## config.mk

```make
export PLATFORM = sky130hd
export DESIGN_NAME = linreg_mask_and_load_meas_regs
export DESIGN_NICKNAME = d
export VERILOG_FILES = /design/src/linreg_meas_pkg.sv /design/src/linreg_irq_gate.sv /design/src/load_meas_ctrl.sv /design/src/linreg_mask_and_load_meas_regs.sv
export SDC_FILE = /design/constraint.sdc
export NUM_CORES = 1
export LEC_CHECK = 0
export BUFFER_PORTS_ARGS = -buffer_cell sky130_fd_sc_hd__clkbuf_2
export CAP_MARGIN = 20
export CORE_MARGIN = 4
export CORE_UTILIZATION = 40
export CTS_CLUSTER_SIZE = 10
export DETAILED_ROUTE_END_ITERATION = 6
export MAX_ROUTING_LAYER = met4
export PLACE_DENSITY = 0.68
export SLEW_MARGIN = 20
export SYNTH_ARGS = -nofsm -noshare
export SYNTH_HDL_FRONTEND = slang
export SYNTH_HIERARCHICAL = 1
export SYNTH_SLANG_ARGS = --single-unit
```

## constraint.sdc

```tcl
create_clock -name clk_sys -period 1.2 [get_ports clk_sys]
set_input_delay 0 -clock clk_sys [delete_from_list [all_inputs] [get_ports clk_sys]]
set_output_delay 0 -clock clk_sys [all_outputs]
set_load 0.005 [all_outputs]
```

## src/linreg_meas_pkg.sv

```systemverilog
// Constants for the linear-regulator mask and load-current measurement block
// Behaviour
// - Mask bit 0 lets its event raise an interrupt; 1 suppresses it.
// - Bit 7 gates regulator B power-good-lost into its power-good flag; resets 1.
// - Bit 6 gates regulator B power-good-reached into its power-good flag; resets 1.
// - Bit 4 gates regulator B current-limit into its current-limit flag; resets 0.
// - Bit 3 gates regulator A power-good-lost into its power-good flag; resets 1.
// - Bit 2 gates regulator A power-good-reached into its power-good flag; resets 1.
// - Bit 0 gates regulator A current-limit into its current-limit flag; read/write.
// - Masks affect only interrupts; status bits track live conditions.
// - Select bit 0 picks converter: 0 first buck, 1 second; resets 0.
// - Any write to the select register starts a new measurement.
// - Result bit 8 sits at high register bit 0; other bits read zero.
// - Result bits 7:0 sit in low register; both result registers read-only.
// - Result scale is 20 mA per LSB, 10.22 A full scale.
// - Completed measurement raises a ready flag, gated by its own mask bit.
package linreg_meas_pkg;
    // ****************************************
    // Register addresses
    // ****************************************
    localparam logic [7:0] ADDR_MASK    = 8'h23;
    localparam logic [7:0] ADDR_SELECT  = 8'h24;
    localparam logic [7:0] ADDR_RES_HI  = 8'h25;
    localparam logic [7:0] ADDR_RES_LO  = 8'h26;
    // ****************************************
    // Mask register fields
    // ****************************************
    localparam int BIT_B_PG_FALL = 7;
    localparam int BIT_B_PG_RISE = 6;
    localparam int BIT_B_CURLIM  = 4;
    localparam int BIT_A_PG_FALL = 3;
    localparam int BIT_A_PG_RISE = 2;
    localparam int BIT_A_CURLIM  = 0;
    localparam logic [7:0] MASK_WRITABLE = 8'hdd;
    localparam logic [7:0] MASK_RESET    = 8'hcc;
    // ****************************************
    // Select and result fields
    // ****************************************
    localparam int         BIT_SELECT   = 0;
    localparam logic       SELECT_RESET = 1'h0;
    localparam int         RESULT_W     = 9;
    localparam int         RESULT_MSB   = 8;
    localparam int         LSB_MA       = 20;
    localparam int         FULL_MA      = 10220;
    localparam logic [8:0] RESULT_RESET = 9'h000;
endpackage

```

## src/linreg_irq_gate.sv

```systemverilog
// Masked interrupt flag generation for one linear regulator
`timescale 1ns/1ps
module linreg_irq_gate (
    input  wire logic clk_sys,
    input  wire logic rst,
    input  wire logic pg_state,
    input  wire logic curlim_state,
    input  wire logic pg_fall_mask,
    input  wire logic pg_rise_mask,
    input  wire logic curlim_mask,
    input  wire logic pg_irq_clear,
    input  wire logic curlim_irq_clear,
    output logic      pg_irq,
    output logic      curlim_irq
);
    logic pg_prev;
    logic cl_prev;
    logic pg_event;
    logic cl_event;

    // Prev takes the live level in reset, so release makes no false edge
    always_ff @(posedge clk_sys) begin
        if (rst) begin
            pg_prev <= pg_state;
            cl_prev <= curlim_state;
        end else begin
            pg_prev <= pg_state;
            cl_prev <= curlim_state;
        end
    end

    // Edges gated by mask; 0 passes, 1 suppresses
    assign pg_event = (!pg_state && pg_prev && !pg_fall_mask)
                    || (pg_state && !pg_prev && !pg_rise_mask);
    assign cl_event = curlim_state && !cl_prev && !curlim_mask;

    // Set wins over clear so an event in the clear cycle is kept
    always_ff @(posedge clk_sys) begin
        if (rst) begin
            pg_irq <= 1'h0;
        end else if (pg_event) begin
            pg_irq <= 1'h1;
        end else if (pg_irq_clear) begin
            pg_irq <= 1'h0;
        end
    end

    always_ff @(posedge clk_sys) begin
        if (rst) begin
            curlim_irq <= 1'h0;
        end else if (cl_event) begin
            curlim_irq <= 1'h1;
        end else if (curlim_irq_clear) begin
            curlim_irq <= 1'h0;
        end
    end

    masked_event_a: assert property (@(posedge clk_sys)
        disable iff (rst)
        (cl_event |=> curlim_irq)) else $error("Current-limit event lost");
endmodule

```

## src/load_meas_ctrl.sv

```systemverilog
// Load-current measurement start, capture and ready flag
`timescale 1ns/1ps
module load_meas_ctrl #(
    parameter int RESULT_W = linreg_meas_pkg::RESULT_W
) (
    input  wire logic                clk_sys,
    input  wire logic                rst,
    input  wire logic                start,
    input  wire logic                sel_in,
    input  wire logic                done,
    input  wire logic [RESULT_W-1:0] sample,
    input  wire logic                ready_clear,
    output logic                     busy,
    output logic                     meas_sel,
    output logic [RESULT_W-1:0]      result,
    output logic                     meas_ready_irq
);
    if (RESULT_W != linreg_meas_pkg::RESULT_W) begin : g_width_check
        $error("Result width must be 9");
    end

    always_ff @(posedge clk_sys) begin
        if (rst) begin
            busy     <= 1'h0;
            meas_sel <= linreg_meas_pkg::SELECT_RESET;
        end else if (start) begin
            busy     <= 1'h1;
            meas_sel <= sel_in;
        end else if (done) begin
            busy <= 1'h0;
        end
    end

    // Both halves load in one edge, so a read never mixes samples
    always_ff @(posedge clk_sys) begin
        if (rst) begin
            result <= linreg_meas_pkg::RESULT_RESET;
        end else if (busy && done && !start) begin
            result <= sample;
        end
    end

    always_ff @(posedge clk_sys) begin
        if (rst) begin
            meas_ready_irq <= 1'h0;
        end else if (busy && done && !start) begin
            meas_ready_irq <= 1'h1;
        end else if (ready_clear) begin
            meas_ready_irq <= 1'h0;
        end
    end

    result_hold_a: assert property (@(posedge clk_sys)
        disable iff (rst)
        (!(busy && done) |=> $stable(result))) else $error("Result moved");
    start_busy_a: assert property (@(posedge clk_sys)
        disable iff (rst)
        (start |=> busy && meas_sel == $past(sel_in)))
        else $error("Start not taken");
endmodule

```

## src/linreg_mask_and_load_meas_regs.sv

```systemverilog
// Mask, measurement select and result registers on the serial control port
`timescale 1ns/1ps
module linreg_mask_and_load_meas_regs (
    input  wire logic       clk_sys,
    input  wire logic       rst,
    input  wire logic       reg_wr,
    input  wire logic       reg_rd,
    input  wire logic [7:0] reg_addr,
    input  wire logic [7:0] reg_wdata,
    output logic [7:0]      reg_rdata,
    input  wire logic       reg_a_pg_live,
    input  wire logic       reg_a_curlim_live,
    input  wire logic       reg_b_pg_live,
    input  wire logic       reg_b_curlim_live,
    output logic [3:0]      linear_reg_status,
    input  wire logic [3:0] linear_reg_irq_clear,
    output logic [3:0]      linear_reg_irq_flags,
    output logic            meas_start,
    output logic            meas_sel,
    output logic            meas_busy,
    input  wire logic       meas_done,
    input  wire logic [8:0] meas_sample,
    input  wire logic       meas_ready_mask,
    input  wire logic       meas_ready_clear,
    output logic            meas_ready_irq,
    output logic            meas_ready_int
);
    // ****************************************
    // Register storage
    // ****************************************
    logic [7:0] linear_reg_irq_mask;
    logic       load_sel;
    logic [8:0] result;
    logic       wr_mask;
    logic       wr_sel;
    logic [7:0] next_rdata;

    assign wr_mask = reg_wr && reg_addr == linreg_meas_pkg::ADDR_MASK;
    assign wr_sel  = reg_wr && reg_addr == linreg_meas_pkg::ADDR_SELECT;

    // Reserved mask bits never store a one
    always_ff @(posedge clk_sys) begin
        if (rst) begin
            linear_reg_irq_mask <= linreg_meas_pkg::MASK_RESET;
        end else if (wr_mask) begin
            linear_reg_irq_mask <= reg_wdata
                                 & linreg_meas_pkg::MASK_WRITABLE;
        end
    end

    always_ff @(posedge clk_sys) begin
        if (rst) begin
            load_sel <= linreg_meas_pkg::SELECT_RESET;
        end else if (wr_sel) begin
            load_sel <= reg_wdata[linreg_meas_pkg::BIT_SELECT];
        end
    end

    // Start pulse on every write, even with an unchanged value
    always_ff @(posedge clk_sys) begin
        if (rst) begin
            meas_start <= 1'h0;
        end else begin
            meas_start <= wr_sel;
        end
    end

    // ****************************************
    // Status is the live condition, untouched by masks
    // ****************************************
    always_ff @(posedge clk_sys) begin
        if (rst) begin
            linear_reg_status <= 4'h0;
        end else begin
            linear_reg_status <= {reg_b_curlim_live, reg_b_pg_live,
                                  reg_a_curlim_live, reg_a_pg_live};
        end
    end

    // ****************************************
    // Interrupt flags per regulator
    // ****************************************
    linreg_irq_gate gate_a (
        .clk_sys          (clk_sys),
        .rst              (rst),
        .pg_state         (reg_a_pg_live),
        .curlim_state     (reg_a_curlim_live),
        .pg_fall_mask     (linear_reg_irq_mask[linreg_meas_pkg::BIT_A_PG_FALL]),
        .pg_rise_mask     (linear_reg_irq_mask[linreg_meas_pkg::BIT_A_PG_RISE]),
        .curlim_mask      (linear_reg_irq_mask[linreg_meas_pkg::BIT_A_CURLIM]),
        .pg_irq_clear     (linear_reg_irq_clear[0]),
        .curlim_irq_clear (linear_reg_irq_clear[1]),
        .pg_irq           (linear_reg_irq_flags[0]),
        .curlim_irq       (linear_reg_irq_flags[1])
    );

    linreg_irq_gate gate_b (
        .clk_sys          (clk_sys),
        .rst              (rst),
        .pg_state         (reg_b_pg_live),
        .curlim_state     (reg_b_curlim_live),
        .pg_fall_mask     (linear_reg_irq_mask[linreg_meas_pkg::BIT_B_PG_FALL]),
        .pg_rise_mask     (linear_reg_irq_mask[linreg_meas_pkg::BIT_B_PG_RISE]),
        .curlim_mask      (linear_reg_irq_mask[linreg_meas_pkg::BIT_B_CURLIM]),
        .pg_irq_clear     (linear_reg_irq_clear[2]),
        .curlim_irq_clear (linear_reg_irq_clear[3]),
        .pg_irq           (linear_reg_irq_flags[2]),
        .curlim_irq       (linear_reg_irq_flags[3])
    );

    // ****************************************
    // Measurement sequencing
    // ****************************************
    load_meas_ctrl #(
        .RESULT_W (linreg_meas_pkg::RESULT_W)
    ) meas (
        .clk_sys        (clk_sys),
        .rst            (rst),
        .start          (meas_start),
        .sel_in         (load_sel),
        .done           (meas_done),
        .sample         (meas_sample),
        .ready_clear    (meas_ready_clear),
        .busy           (meas_busy),
        .meas_sel       (meas_sel),
        .result         (result),
        .meas_ready_irq (meas_ready_irq)
    );

    // Ready flag reaches the interrupt only while unmasked
    assign meas_ready_int = meas_ready_irq && !meas_ready_mask;

    // ****************************************
    // Read path
    // ****************************************
    always_comb begin
        next_rdata = 8'h00;
        case (reg_addr)
            linreg_meas_pkg::ADDR_MASK: begin
                next_rdata = linear_reg_irq_mask;
            end
            linreg_meas_pkg::ADDR_SELECT: begin
                next_rdata = {7'h00, load_sel};
            end
            linreg_meas_pkg::ADDR_RES_HI: begin
                // 20 mA per count; 511 counts is 10.22 A
                next_rdata = {7'h00, result[linreg_meas_pkg::RESULT_MSB]};
            end
            linreg_meas_pkg::ADDR_RES_LO: begin
                next_rdata = result[7:0];
            end
            default: begin
                next_rdata = 8'h00;
            end
        endcase
    end

    always_ff @(posedge clk_sys) begin
        if (rst) begin
            reg_rdata <= 8'h00;
        end else if (reg_rd) begin
            reg_rdata <= next_rdata;
        end
    end

    // ****************************************
    // Checks
    // ****************************************
    mask_reserved_a: assert property (@(posedge clk_sys)
        disable iff (rst)
        (linear_reg_irq_mask[5] == 1'h0 && linear_reg_irq_mask[1] == 1'h0))
        else $error("Reserved mask bit set");
    mask_write_a: assert property (@(posedge clk_sys)
        disable iff (rst)
        (wr_mask |=> linear_reg_irq_mask
            == ($past(reg_wdata) & linreg_meas_pkg::MASK_WRITABLE)))
        else $error("Mask write lost");
    sel_start_a: assert property (@(posedge clk_sys)
        disable iff (rst)
        (wr_sel |=> meas_start ##1 meas_busy))
        else $error("Select write did not start");
    sel_value_a: assert property (@(posedge clk_sys)
        disable iff (rst)
        (wr_sel |=> ##1 meas_sel
            == $past(reg_wdata[linreg_meas_pkg::BIT_SELECT], 2)))
        else $error("Wrong converter chosen");
    status_live_a: assert property (@(posedge clk_sys)
        disable iff (rst)
        (1'b1 |=> linear_reg_status == $past({reg_b_curlim_live,
            reg_b_pg_live, reg_a_curlim_live, reg_a_pg_live})))
        else $error("Status not live");
    hi_read_a: assert property (@(posedge clk_sys)
        disable iff (rst)
        (reg_rd && reg_addr == linreg_meas_pkg::ADDR_RES_HI
            |=> reg_rdata[7:1] == 7'h00
            && reg_rdata[0] == $past(result[linreg_meas_pkg::RESULT_MSB])))
        else $error("High result wrong");
    lo_read_a: assert property (@(posedge clk_sys)
        disable iff (rst)
        (reg_rd && reg_addr == linreg_meas_pkg::ADDR_RES_LO
            |=> reg_rdata == $past(result[7:0])))
        else $error("Low result wrong");
    ready_gate_a: assert property (@(posedge clk_sys)
        disable iff (rst)
        (meas_ready_mask |-> !meas_ready_int))
        else $error("Masked ready leaked");
    fall_mask_a: assert property (@(posedge clk_sys)
        disable iff (rst)
        (linear_reg_irq_mask[linreg_meas_pkg::BIT_A_PG_FALL]
            && linear_reg_irq_mask[linreg_meas_pkg::BIT_A_PG_RISE]
            && !linear_reg_irq_flags[0] && !linear_reg_irq_clear[0]
            |=> !linear_reg_irq_flags[0]))
        else $error("Masked power-good raised flag");
    reset_mask_a: assert property (@(posedge clk_sys)
        (rst |=> linear_reg_irq_mask == linreg_meas_pkg::MASK_RESET))
        else $error("Mask reset value wrong");
    // ****************************************
    // Interrupt gating checks
    // ****************************************
    a_fall_set_a: assert property (@(posedge clk_sys)
        disable iff (rst)
        ($fell(reg_a_pg_live)
            && !linear_reg_irq_mask[linreg_meas_pkg::BIT_A_PG_FALL]
            |=> linear_reg_irq_flags[0]))
        else $error("Power-good loss on A not flagged");
    a_rise_set_a: assert property (@(posedge clk_sys)
        disable iff (rst)
        ($rose(reg_a_pg_live)
            && !linear_reg_irq_mask[linreg_meas_pkg::BIT_A_PG_RISE]
            |=> linear_reg_irq_flags[0]))
        else $error("Power-good rise on A not flagged");
    a_limit_set_a: assert property (@(posedge clk_sys)
        disable iff (rst)
        ($rose(reg_a_curlim_live)
            && !linear_reg_irq_mask[linreg_meas_pkg::BIT_A_CURLIM]
            |=> linear_reg_irq_flags[1]))
        else $error("Current limit on A not flagged");
    b_fall_set_a: assert property (@(posedge clk_sys)
        disable iff (rst)
        ($fell(reg_b_pg_live)
            && !linear_reg_irq_mask[linreg_meas_pkg::BIT_B_PG_FALL]
            |=> linear_reg_irq_flags[2]))
        else $error("Power-good loss on B not flagged");
    b_rise_set_a: assert property (@(posedge clk_sys)
        disable iff (rst)
        ($rose(reg_b_pg_live)
            && !linear_reg_irq_mask[linreg_meas_pkg::BIT_B_PG_RISE]
            |=> linear_reg_irq_flags[2]))
        else $error("Power-good rise on B not flagged");
    b_limit_set_a: assert property (@(posedge clk_sys)
        disable iff (rst)
        ($rose(reg_b_curlim_live)
            && !linear_reg_irq_mask[linreg_meas_pkg::BIT_B_CURLIM]
            |=> linear_reg_irq_flags[3]))
        else $error("Current limit on B not flagged");
    a_limit_block_a: assert property (@(posedge clk_sys)
        disable iff (rst)
        ($rose(reg_a_curlim_live)
            && linear_reg_irq_mask[linreg_meas_pkg::BIT_A_CURLIM]
            && !linear_reg_irq_flags[1] && !linear_reg_irq_clear[1]
            |=> !linear_reg_irq_flags[1]))
        else $error("Masked current limit on A flagged");
    b_limit_block_a: assert property (@(posedge clk_sys)
        disable iff (rst)
        ($rose(reg_b_curlim_live)
            && linear_reg_irq_mask[linreg_meas_pkg::BIT_B_CURLIM]
            && !linear_reg_irq_flags[3] && !linear_reg_irq_clear[3]
            |=> !linear_reg_irq_flags[3]))
        else $error("Masked current limit on B flagged");
    // ****************************************
    // Register port and measurement checks
    // ****************************************
    sel_reset_a: assert property (@(posedge clk_sys)
        (rst |=> load_sel == linreg_meas_pkg::SELECT_RESET))
        else $error("Select reset value wrong");
    meas_reset_a: assert property (@(posedge clk_sys)
        (rst |=> result == linreg_meas_pkg::RESULT_RESET
            && !meas_ready_irq && !meas_busy && !meas_start
            && linear_reg_irq_flags == 4'h0 && reg_rdata == 8'h00))
        else $error("Reset value wrong");
    mask_read_a: assert property (@(posedge clk_sys)
        disable iff (rst)
        (reg_rd && reg_addr == linreg_meas_pkg::ADDR_MASK
            |=> reg_rdata == $past(linear_reg_irq_mask)))
        else $error("Mask read wrong");
    sel_read_a: assert property (@(posedge clk_sys)
        disable iff (rst)
        (reg_rd && reg_addr == linreg_meas_pkg::ADDR_SELECT
            |=> reg_rdata == {7'h00, $past(load_sel)}))
        else $error("Select read wrong");
    unmapped_read_a: assert property (@(posedge clk_sys)
        disable iff (rst)
        (reg_rd && (reg_addr < linreg_meas_pkg::ADDR_MASK
            || reg_addr > linreg_meas_pkg::ADDR_RES_LO)
            |=> reg_rdata == 8'h00))
        else $error("Unmapped read not zero");
    ready_set_a: assert property (@(posedge clk_sys)
        disable iff (rst)
        (meas_busy && meas_done && !meas_start
            |=> meas_ready_irq && result == $past(meas_sample)))
        else $error("Completed sample not taken");
    ready_clear_a: assert property (@(posedge clk_sys)
        disable iff (rst)
        (meas_ready_clear && !(meas_busy && meas_done)
            |=> !meas_ready_irq))
        else $error("Ready flag not cleared");
endmodule

```

# [Yosys cells after proc, flatten, opt, wreduce, memory -nomap -nowiden]
# Cells that the tools add are included.
[totals] output_inout_bits=21 mem_bits_ro=0 ramBits=0 inputBits=40 memories=0 latchBits=0 reg_bits=40
[classes] n_div=0 add_sub_neg=0 bitwise_logic=0 n_lt_le_gt_ge=0 eq_ne=4 mux=13 n_shift=0 reduce_logical=39 mul=0
[op_table] operator="== test 8 x 6 -> 1 bit (second input constant)" count=4
[op_table] operator="one-hot mux 8 bit (4 select lines)" count=1
[op_table] operator="logical AND 1 bit" count=17
[op_table] operator="logical NOT 1 bit" count=14
[op_table] operator="two-way mux 1 bit" count=12
[op_table] operator="nonzero test 2 bit" count=6
[op_table] operator="logical OR 1 bit" count=2

# [Longest topological paths before layout]
# Gate-level depths: netlist of run 1.
[logic_depth] depth_word=5 depth_mapped=4 mapped_depth_nobuf=3

# [Hierarchy]
# The synthesis of run 1 kept the hierarchy.
[by_module_without_submodules] module="linreg_mask_and_load_meas_regs" cells_per_inst=93 area_per_inst_um2=933.4 instances=1 seq_area_each_um2=400.4
[by_module_without_submodules] module="load_meas_ctrl" cells_per_inst=50 area_per_inst_um2=515.5 instances=1 seq_area_each_um2=240.2
[by_module_without_submodules] module="linreg_irq_gate" cells_per_inst=11 area_per_inst_um2=130.1 instances=2 seq_area_each_um2=80.1

# [Least setup slack after synthesis of run 1]
# No wires, ideal clock.
[synth_path] kind="reg-to-reg" from="reg meas_start" to="reg meas.meas_ready_irq" setup_ns=0.115 path_stages_with_launch=4 path_slack_ns=0.216 path_buffers=1 period_less_slack_ns=0.984 arrival_ns=0.869 cell_sequence="dfxtp_1 -> and3b_1 -> buf_6 -> o21ba_1"
[synth_between] elab_chain_cells=3 word_cells_on_any_way=4
[synth_rtl] element="start, declared" line_no="linreg_mask_and_load_meas_regs.sv:18" rtl="output logic meas_start,"
[synth_rtl] element="start signal, assigned" line_no="linreg_mask_and_load_meas_regs.sv:64" rtl="meas_start <= wr_sel;"
[synth_rtl] element="logical NOT 1 bit (*)" line_no="load_meas_ctrl.sv:46" rtl="end else if (busy && done && !start) begin"
[synth_rtl] element="logical AND 1 bit (*)" line_no="load_meas_ctrl.sv:46"
[synth_rtl] element="two-way mux 1 bit / nonzero test 2 bit (equally long branches)"
[synth_rtl] element="end signal, assigned" line_no="load_meas_ctrl.sv:45" rtl="meas_ready_irq <= 1'h0;"
[synth_rtl] element="end signal, assigned" line_no="load_meas_ctrl.sv:47" rtl="meas_ready_irq <= 1'h1;"
[synth_rtl] element="end signal, assigned" line_no="load_meas_ctrl.sv:49" rtl="meas_ready_irq <= 1'h0;"
[synth_rtl] element="end, declared" line_no="load_meas_ctrl.sv:16" rtl="output logic meas_ready_irq"
# Mark *: on every way between the ends. The rest lies on a longest branch, timed or not.
# A chain may end at the register's enable or synchronous reset.

# [Final worst setup path of run 1]
[layout_path] from="reg load_sel" to="reg reg_rdata[0]"
[layout_between] elab_chain_cells=1
[layout_rtl] element="start, declared" line_no="linreg_mask_and_load_meas_regs.sv:32" rtl="logic load_sel;"
[layout_rtl] element="start signal, assigned" line_no="linreg_mask_and_load_meas_regs.sv:53" rtl="load_sel <= linreg_meas_pkg::SELECT_RESET;"
[layout_rtl] element="start signal, assigned" line_no="linreg_mask_and_load_meas_regs.sv:55" rtl="load_sel <= reg_wdata[linreg_meas_pkg::BIT_SELECT];"
[layout_rtl] element="one-hot mux 8 bit (4 select lines)" line_no="linreg_mask_and_load_meas_regs.sv:138" rtl="case (reg_addr)"
[layout_rtl] element="end signal, assigned" line_no="linreg_mask_and_load_meas_regs.sv:162" rtl="reg_rdata <= next_rdata;"
[layout_rtl] element="end, declared" line_no="linreg_mask_and_load_meas_regs.sv:10" rtl="output logic [7:0] reg_rdata,"
# Every way passes these cells.

==> impl_metrics.env, run 1 <==
export IMPL_outcome="finished, final reports clean"
export IMPL_fin_ws_ns=0.118
export IMPL_cts_tree="done"
export IMPL_cp_slowest_cell="dfxtp_1"
export IMPL_crit_path_cell_trace="mux2_2 > a211oi_2 > o41ai_2"
export IMPL_r2r_start="load_sel"
export IMPL_drc=0
export IMPL_critPathBufInv=0
export IMPL_path_clk_slew_ns=0.07
export IMPL_crit_arrival_ns=1.25
export IMPL_fin_crit_sh_pct=90.2
export IMPL_area_growth_pct=42.8
export IMPL_slowest_delay_ns=0.32
export IMPL_vias=1471
export IMPL_grt_total_usage_pct=16.1
export IMPL_drt_initial_drc_count=25
export IMPL_die_y_um=73.4
export IMPL_io_buffers=58
export IMPL_core_um2=4060
export IMPL_syn_area_um2=1710
export IMPL_yosys_area_share_simple_pct=30.2
export IMPL_r2r_cells=3
export IMPL_cts_buffers=5
export IMPL_final_nets=295
export IMPL_max_clock_freq_mhz=924
export IMPL_slew_headroom_pct=62.1
export IMPL_rows=23
export IMPL_crit_fanout=3
export IMPL_reg2reg_to="reg_rdata[0]"
export IMPL_synth_edf_count=0
export IMPL_place_ws_ns=0.0439
export IMPL_cts_htree_levels=2
export IMPL_cpLargestDelayFamily="compound AO/OA/AOI/OAI gates"
export IMPL_drv_slew=0
export IMPL_met2_usage_pct=27.2
export IMPL_min_to="load_sel"
export IMPL_antenna_left=0
export IMPL_hp_class="input port to flop"
export IMPL_ys_ff_latch=40
export IMPL_start_util_pct=42.1
export IMPL_worstSetupPathType="flop to flop"
export IMPL_synth_async_reset_ratio_pct=0
export IMPL_synth_seq_area_share_pct=46.9
export IMPL_min_period_ns=1.08
export IMPL_grt_setup_unrepaired="false"
export IMPL_gp_congestion=0.804
export IMPL_use_met3_pct=4.51
export IMPL_clk_latency_ns=0.29
export IMPL_final_cell_mix="58 x clkbuf_2, 40 x dfxtp_1, 31 x nand2b_1"
export IMPL_finalSetupViolCount=0
export IMPL_via_per_inst=4.81
export IMPL_die_w_um=73.4
export IMPL_fin_tns_setup_ns=0
export IMPL_final_common_cell="clkbuf_2"
export IMPL_ys_types=29
export IMPL_drt_first_pass_iters=4
export IMPL_min_delay_path_depth=3
export IMPL_root_buffer="clkbuf_8"
export IMPL_synth_compound_area_share_pct=9.22
export IMPL_syn_nets=205
export IMPL_clockBufferDepth=2
export IMPL_power_total_w=0.00252
export IMPL_diodes=0
export IMPL_crit_path_start_kind="flop"
export IMPL_grt_pass1_wl_um=6510
export IMPL_finalHoldViolCount=0
export IMPL_synthAdderAreaFrac_pct=0
export IMPL_antenna_found_initial=0
export IMPL_yosysWarnings=6
export IMPL_synth_top_family_by_area="simple AND/OR/NAND/NOR gates"
export IMPL_rrSetupSlack_ns=0.12
export IMPL_first_global_vias=1450
export IMPL_avgSynthCellArea_um2=10.4
export IMPL_vdd_ir_drop_max_v=0.000783
export IMPL_cts_setup_buffers=0
export IMPL_grt_overflow_total=0
export IMPL_holdCritStartpoint="reg_wdata[0]"
export IMPL_dieArea_um2=5380
export IMPL_synthMuxAreaShare_pct=10.6
export IMPL_powerDensity_nw_per_um2=1030
export IMPL_ys_flop_type="dfxtp_1"
export IMPL_io_pins=61
export IMPL_max_cap_violations=0
export IMPL_routed_wirelength_um=4020
export IMPL_dp_hpwl_um=2840
export IMPL_worst_pin_slew_ns=0.565
export IMPL_drive_gt1_share_pct=33.6
export IMPL_leakage_nw=1.03
export IMPL_synth_cells=165
export IMPL_grt_use_met1_pct=18.3
export IMPL_cp_end_kind="flop"
export IMPL_final_util_pct=60.1
export IMPL_post_drt_wl_per_cell_um=13.1
export IMPL_clock_skew_ns=0.00566
export IMPL_clock_sinks=40
export IMPL_grt_busiest_layer="met2"
export IMPL_synth_xor_xnor_area_share_pct=0
export IMPL_grt_start_max_net_pins=21
export IMPL_worstPathRequired_ns=1.37
worst max path at each step:
stage | from | to | slack, ns | depth (start not counted)
6_report | load_sel | reg_rdata[0] | 0.12 | 3
5_1_grt | load_sel | reg_rdata[0] | 0.06 | 3
4_1_cts | load_sel | reg_rdata[0] | 0.13 | 3
3_5_place_dp | reg_addr[7] | linear_reg_irq_mask[0] | 0.04 | 5
3_3_place_gp | reg_addr[7] | linear_reg_irq_mask[3] | 0.09 | 5
2_1_floorplan | meas_start | meas/meas_ready_irq | 0.22 | 3
repair_timing:
action,4_1_cts,5_1_grt
setup endpoints to repair,0,1
hold buffers,23,0
resized for setup,0,2
endpoints found under the hold margin,27,0
metal layers:
layer  share of wire [%]  wire length [um]
met5                   0                 0
met4                 1.5                59
met3                 5.2               209
met2                  51              2050
met1                  42              1700
registers in the layout, indices dropped and copies added (netlist names):
register	count
gate_a/pg_irq	1
load_sel	1
meas/meas_sel	1
linear_reg_status	4
gate_a/curlim_irq	1
meas_start	1
meas/meas_ready_irq	1
gate_b/curlim_irq	1
gate_b/pg_prev	1
gate_a/pg_prev	1
gate_b/cl_prev	1
linear_reg_irq_mask	6
reg_rdata	8
gate_b/pg_irq	1
gate_a/cl_prev	1
meas/result	9
meas/busy	1
cells by family (layout without fill, tap and decap cells):
group | count (synthesis) | after routing
compound gates | 22 | 22
buf+inv | 10 | 101
flops | 40 | 40
mux | 18 | 18
simple gates | 75 | 75
layout make-up:
cell class	count	area (um^2)
Clock buffer	8	90.1
Timing Repair Buffer	92	616
Inverter	1	3.75
Multi-Input combinational cell	115	867
Sequential cell	40	801
Fill cell	360	1620
Tap cell	50	62.6
per-stage QoR:
stage,instances,hold WS (ns),cell area (um^2)
2_1_floorplan,165,0.0277,1710
3_3_place_gp,275,0.129,2110
3_5_place_dp,275,0.131,2110
4_1_cts,306,0.0122,2430
5_1_grt,306,0.0296,2440
6_report,306,0.00715,2440
power breakdown:
part	switching, W	total [W]	internal (W)
combinational	0.000110	0.000269	0.000160
sequential	0.00000585	0.00135	0.00135
clock	0.000436	0.000904	0.000468
Yosys cell counts (5+ instances only):
cell      instances  share of area [%]
a21oi_1           5                1.5
a22oi_1           5                2.2
clkbuf_1          6                1.3
dfxtp_1          40                 47
mux2i_1          17                 10
nand2b_1         31                 11
nor2_1            9                2.0
nor2b_1          10                3.7
o41ai_1           6                3.1
or3b_1            6                3.1
or3b_2            6                3.1
worst register-to-register path, delay by kind of cell, from the launching register on:
| family | cells | cell delay [ns] |
|---|---|---|
| AO/OA/AOI/OAI | 2 | 0.35 |
| flip-flops | 1 | 0.32 |
| multiplexers | 1 | 0.28 |
Note: power is estimated with default switching activity, not from simulation.
==> inputs of run 2 (changes only) <==
Settings changed: BUFFER_PORTS_ARGS -buffer_cell sky130_fd_sc_hd__clkbuf_2 to unset, DONT_BUFFER_PORTS set to 1, PLACE_DENSITY 0.68 to 0.62.
==> impl_metrics.env, run 2 (synthesis gave the netlist of run 1 again) <==
export IMPL_crit_path_start_kind="flop"
export IMPL_grt_busiest_layer="met2"
export IMPL_clk_latency_ns=0.28
export IMPL_fin_crit_sh_pct=90.1
export IMPL_io_buffers=0
export IMPL_clockBufferDepth=2
export IMPL_largestRegisters="meas/result (9), reg_rdata (8), linear_reg_irq_mask (6)"
export IMPL_cts_buffers=5
export IMPL_via_per_inst=5.14
export IMPL_clock_skew_ns=0.00438
export IMPL_fin_tns_setup_ns=0
export IMPL_post_drt_wl_per_cell_um=15.6
export IMPL_leakage_nw=0.788
export IMPL_start_util_pct=42.1
export IMPL_grt_total_usage_pct=15.7
export IMPL_final_cell_mix="40 x dfxtp_1, 31 x nand2b_1, 29 x dlygate4sd3_1"
export IMPL_min_period_ns=1.08
export IMPL_die_w_um=73.4
export IMPL_cpLargestDelayFamily="compound AO/OA/AOI/OAI gates"
export IMPL_critPathBufInv=0
export IMPL_drc=0
export IMPL_ctsResizeCount=0
export IMPL_cts_setup_buffers=0
export IMPL_diodes=0
export IMPL_die_y_um=73.4
export IMPL_io_pins=61
export IMPL_cts_htree_levels=2
export IMPL_clock_sinks=40
export IMPL_fin_ws_ns=0.119
export IMPL_place_ws_ns=0.131
export IMPL_area_growth_pct=28.0
export IMPL_crit_path_cell_trace="mux2_2 > a211oi_1 > o41ai_1"
export IMPL_rrSetupSlack_ns=0.12
export IMPL_slew_headroom_pct=68.4
export IMPL_largest_reg_flops=9
export IMPL_path_clk_slew_ns=0.07
export IMPL_grt_setup_unrepaired="false"
export IMPL_final_nets=240
export IMPL_cts_tree="done"
export IMPL_use_met3_pct=6.43
export IMPL_crit_fanout=3
export IMPL_grt_overflow_total=0
export IMPL_first_global_vias=1296
export IMPL_powerDensity_nw_per_um2=1120
export IMPL_hold_buffers=30
export IMPL_grt_pass1_wl_um=6150
export IMPL_drive_gt1_share_pct=11.4
export IMPL_cp_end_kind="flop"
export IMPL_slowest_delay_ns=0.33
export IMPL_fillCellCount=373
export IMPL_outcome="finished, final reports clean"
export IMPL_finalSetupViolCount=0
export IMPL_core_um2=4060
export IMPL_worstPathRequired_ns=1.36
export IMPL_vias=1291
export IMPL_antenna_found_initial=0
export IMPL_rows=23
export IMPL_routed_wirelength_um=3910
export IMPL_cp_slowest_cell="dfxtp_1"
export IMPL_worst_pin_slew_ns=0.470
export IMPL_max_cap_violations=0
export IMPL_dp_hpwl_um=2730
export IMPL_dieArea_um2=5380
export IMPL_antenna_left=0
export IMPL_hp_class="input port to flop"
export IMPL_grt_use_met1_pct=16.9
export IMPL_crit_arrival_ns=1.24
export IMPL_max_clock_freq_mhz=925
export IMPL_multi_input_area_um2=855
export IMPL_final_common_cell="dfxtp_1"
export IMPL_drv_slew=0
export IMPL_drt_initial_drc_count=37
export IMPL_vdd_ir_drop_max_v=0.000751
export IMPL_gp_congestion=0.776
export IMPL_seqCellArea_um2=801
export IMPL_top_register="meas/result"
export IMPL_worstSetupPathType="flop to flop"
export IMPL_drt_first_pass_iters=4
export IMPL_root_buffer="clkbuf_8"
export IMPL_grt_start_max_net_pins=58
export IMPL_finalHoldViolCount=0
export IMPL_met2_usage_pct=26.2
-- run 2: through the flow --
| step | total power (W) | hold slack [ns] | area [um^2] | std cells | util [%] |
|---|---|---|---|---|---|
| after floorplan | 0.00147 | 0.0277 | 1710 | 165 | - |
| after CTS | 0.00248 | 0.00435 | 2190 | 251 | 53.9 |
| after global placement | 0.00147 | 0.0278 | 1790 | 213 | 44.0 |
| final | 0.00244 | 0.0105 | 2190 | 251 | 53.9 |
| after global routing | 0.00256 | 0.0252 | 2190 | 251 | 53.9 |
| after detailed placement | 0.00147 | 0.0278 | 1790 | 213 | 44.0 |
-- run 2: power breakdown --
group / internal, W / switching, W
Sequential: 0.00135 / 0.00000855
Clock: 0.000468 / 0.000420
Combinational: 0.000123 / 0.0000758
Total: 0.00194 / 0.000505
-- run 2: layer usage --
| layer | up-vias | routed length (um) | part of all wire [%] |
|---|---|---|---|
| met5 | - | 0 | 0 |
| met4 | 0 | 55 | 1.4 |
| met3 | 6 | 309 | 7.9 |
| met2 | 34 | 2000 | 51 |
| met1 | 602 | 1550 | 40 |
| li1 | 649 | - | - |
-- run 2: final cells by class --
cell class | count | area share [%]
clock buffers | 8 | 4.12
well taps | 50 | 2.86
flip-flops and latches | 40 | 36.6
inverters | 1 | 0.172
multi-input cells | 115 | 39.1
repair buffers | 37 | 17.2
-- run 2: worst paths after layout --
check	startpoint	endpoint	depth (start not counted)
min reg2reg	meas/result[0]	meas/result[0]	2
max	load_sel	reg_rdata[0]	3
min	rst	meas/busy	2
max reg2reg	load_sel	reg_rdata[0]	3
==> inputs of run 3 (changes only) <==
Clock period 1.2 ns to 1.35 ns, I/O delays scaled along.
==> impl_metrics.env, run 3 (synthesis gave the netlist of run 1 again) <==
export IMPL_outcome="finished, final reports clean"
export IMPL_gp_congestion=0.767
export IMPL_worst_pin_slew_ns=0.515
export IMPL_min_delay_path_depth=3
export IMPL_largestRegisters="meas/result (9), reg_rdata (8), linear_reg_irq_mask (6)"
export IMPL_cpMostUsedCell="dlygate4sd3_1"
export IMPL_min_period_ns=1.28
export IMPL_dp_hpwl_um=2660
export IMPL_antenna_found_initial=0
export IMPL_p_switching_w=0.000460
export IMPL_core_um2=4060
export IMPL_seqCellArea_um2=801
export IMPL_crit_path_cell_trace="dlygate4sd3_1 > nor2b_2 > dlygate4sd3_1 > nor4bb_1"
export IMPL_cts_htree_levels=2
export IMPL_start_util_pct=42.1
export IMPL_clockBufferDepth=2
export IMPL_rows=23
export IMPL_drt_initial_drc_count=45
export IMPL_vdd_ir_drop_max_v=0.000559
export IMPL_drc=0
export IMPL_path_clk_slew_ns=0.07
export IMPL_worstSetupPathType="input port to flop"
export IMPL_swShare_pct=21.7
export IMPL_grt_pass1_wl_um=6290
export IMPL_vias=1298
export IMPL_final_common_cell="dfxtp_1"
export IMPL_fin_tns_setup_ns=0
export IMPL_antenna_left=0
export IMPL_die_y_um=73.4
export IMPL_pwr_share_clk_pct=34.7
export IMPL_io_pins=61
export IMPL_grt_start_max_net_pins=58
export IMPL_place_ws_ns=0.268
export IMPL_leakage_nw=0.772
export IMPL_layout_cells_non_filler=248
export IMPL_worstPathRequired_ns=1.54
export IMPL_io_buffers=0
export IMPL_finalSetupViolCount=0
export IMPL_finalHoldViolCount=0
export IMPL_clk_latency_ns=0.29
export IMPL_powerDensity_nw_per_um2=985
export IMPL_die_w_um=73.4
export IMPL_hold_slack_ns=0.00561
export IMPL_cts_setup_buffers=0
export IMPL_largest_reg_flops=9
export IMPL_root_buffer="clkbuf_8"
export IMPL_crit_arrival_ns=1.47
export IMPL_diodes=0
export IMPL_top_register="meas/result"
export IMPL_r2r_cells=3
export IMPL_drive_gt1_share_pct=11.1
export IMPL_cp_slowest_cell="dlygate4sd3_1"
export IMPL_drv_slew=0
export IMPL_max_clock_freq_mhz=784
export IMPL_first_global_vias=1370
export IMPL_cp_end_kind="flop"
export IMPL_p_seq_share_pct=56.8
export IMPL_cts_tree="done"
export IMPL_dieArea_um2=5380
export IMPL_fin_ws_ns=0.0748
export IMPL_multi_input_area_um2=857
export IMPL_post_drt_wl_per_cell_um=16.0
export IMPL_routed_wirelength_um=3970
export IMPL_max_cap_violations=0
export IMPL_fin_crit_sh_pct=94.5
export IMPL_area_growth_pct=25.8
export IMPL_grt_total_usage_pct=15.7
export IMPL_grt_overflow_total=0
export IMPL_final_nets=238
export IMPL_final_cell_mix="40 x dfxtp_1, 31 x nand2b_1, 29 x dlygate4sd3_1"
export IMPL_clock_sinks=40
export IMPL_crit_path_start_kind="input port"
export IMPL_crit_fanout=7
export IMPL_grt_setup_unrepaired="false"
export IMPL_clock_skew_ns=0.00414
export IMPL_p_int_w=0.00166
export IMPL_hp_class="input port to flop"
export IMPL_via_per_inst=5.23
export IMPL_slew_headroom_pct=65.5
export IMPL_fillCellCount=374
export IMPL_drt_first_pass_iters=4
export IMPL_combPwrFrac_pct=8.4
export IMPL_slowest_delay_ns=0.56
export IMPL_dpl_cell_count=211
export IMPL_cts_buffers=5
run 3: cell types whose count changed in the layout (fill, tap and decap cells not counted), sizes merged:
cell,change
clkbuf,-2
buf,-2
clkinv,+1
run 3: per-layer routing:
| metal | global-route usage (%) | wire length (um) | vias to the layer above |
|---|---|---|---|
| met4 | 5.84 | 74 | 0 |
| met5 | - | 0 | - |
| met2 | 26.7 | 1960 | 39 |
| li1 | - | - | 645 |
| met3 | 5.20 | 303 | 8 |
| met1 | 16.9 | 1630 | 606 |
run 3: power groups by stage:
stage	Clock, W	Sequential, W	Combinational (W)
2_1_floorplan	0	0.00123	0.0000787
3_3_place_gp	0	0.00123	0.0000757
3_5_place_dp	0	0.00123	0.0000782
4_1_cts	0.000765	0.00120	0.000177
5_1_grt	0.000809	0.00120	0.000194
6_report	0.000735	0.00120	0.000179
run 3: per-stage QoR:
step                total power [W]  instance area (um^2)  util [%]
floorplan                   0.00131                  1710         -
global placement            0.00131                  1760      43.4
detailed placement          0.00131                  1760      43.4
CTS                         0.00215                  2160      53.2
global route                0.00221                  2150      53.0
finish                      0.00212                  2150      53.0
run 3: worst paths after layout:
| path | from | to | slack, ns |
|---|---|---|---|
| min reg2reg | meas/result[8] | meas/result[8] | 0.48 |
| min | reg_rd | reg_rdata[1] | 0.006 |
| max reg2reg | linear_reg_irq_mask[0] | reg_rdata[0] | 0.26 |
| max | reg_addr[1] | meas_start | 0.07 |
run 3: cell type report:
| type | instances | share of cell area [%] |
|---|---|---|
| Tap cell | 50 | 2.91 |
| Multi-Input combinational cell | 115 | 39.9 |
| Clock inverter | 1 | 0.233 |
| Timing Repair Buffer | 35 | 16.2 |
| Inverter | 1 | 0.175 |
| Sequential cell | 40 | 37.3 |
| Clock buffer | 6 | 3.38 |
run 3: critical path: cells and delay by family:
family / cells / cell delay (ns)
and+or+nand+nor: 2 / 0.34
buffers and inverters: 2 / 1.12
run 3: timing repair:
item / 4_1_cts / 5_1_grt
gates resized for setup: 0 / 1
setup endpoints to repair: 0 / 2
hold buffers: 31 / 0
hold endpoints to repair: 40 / 0
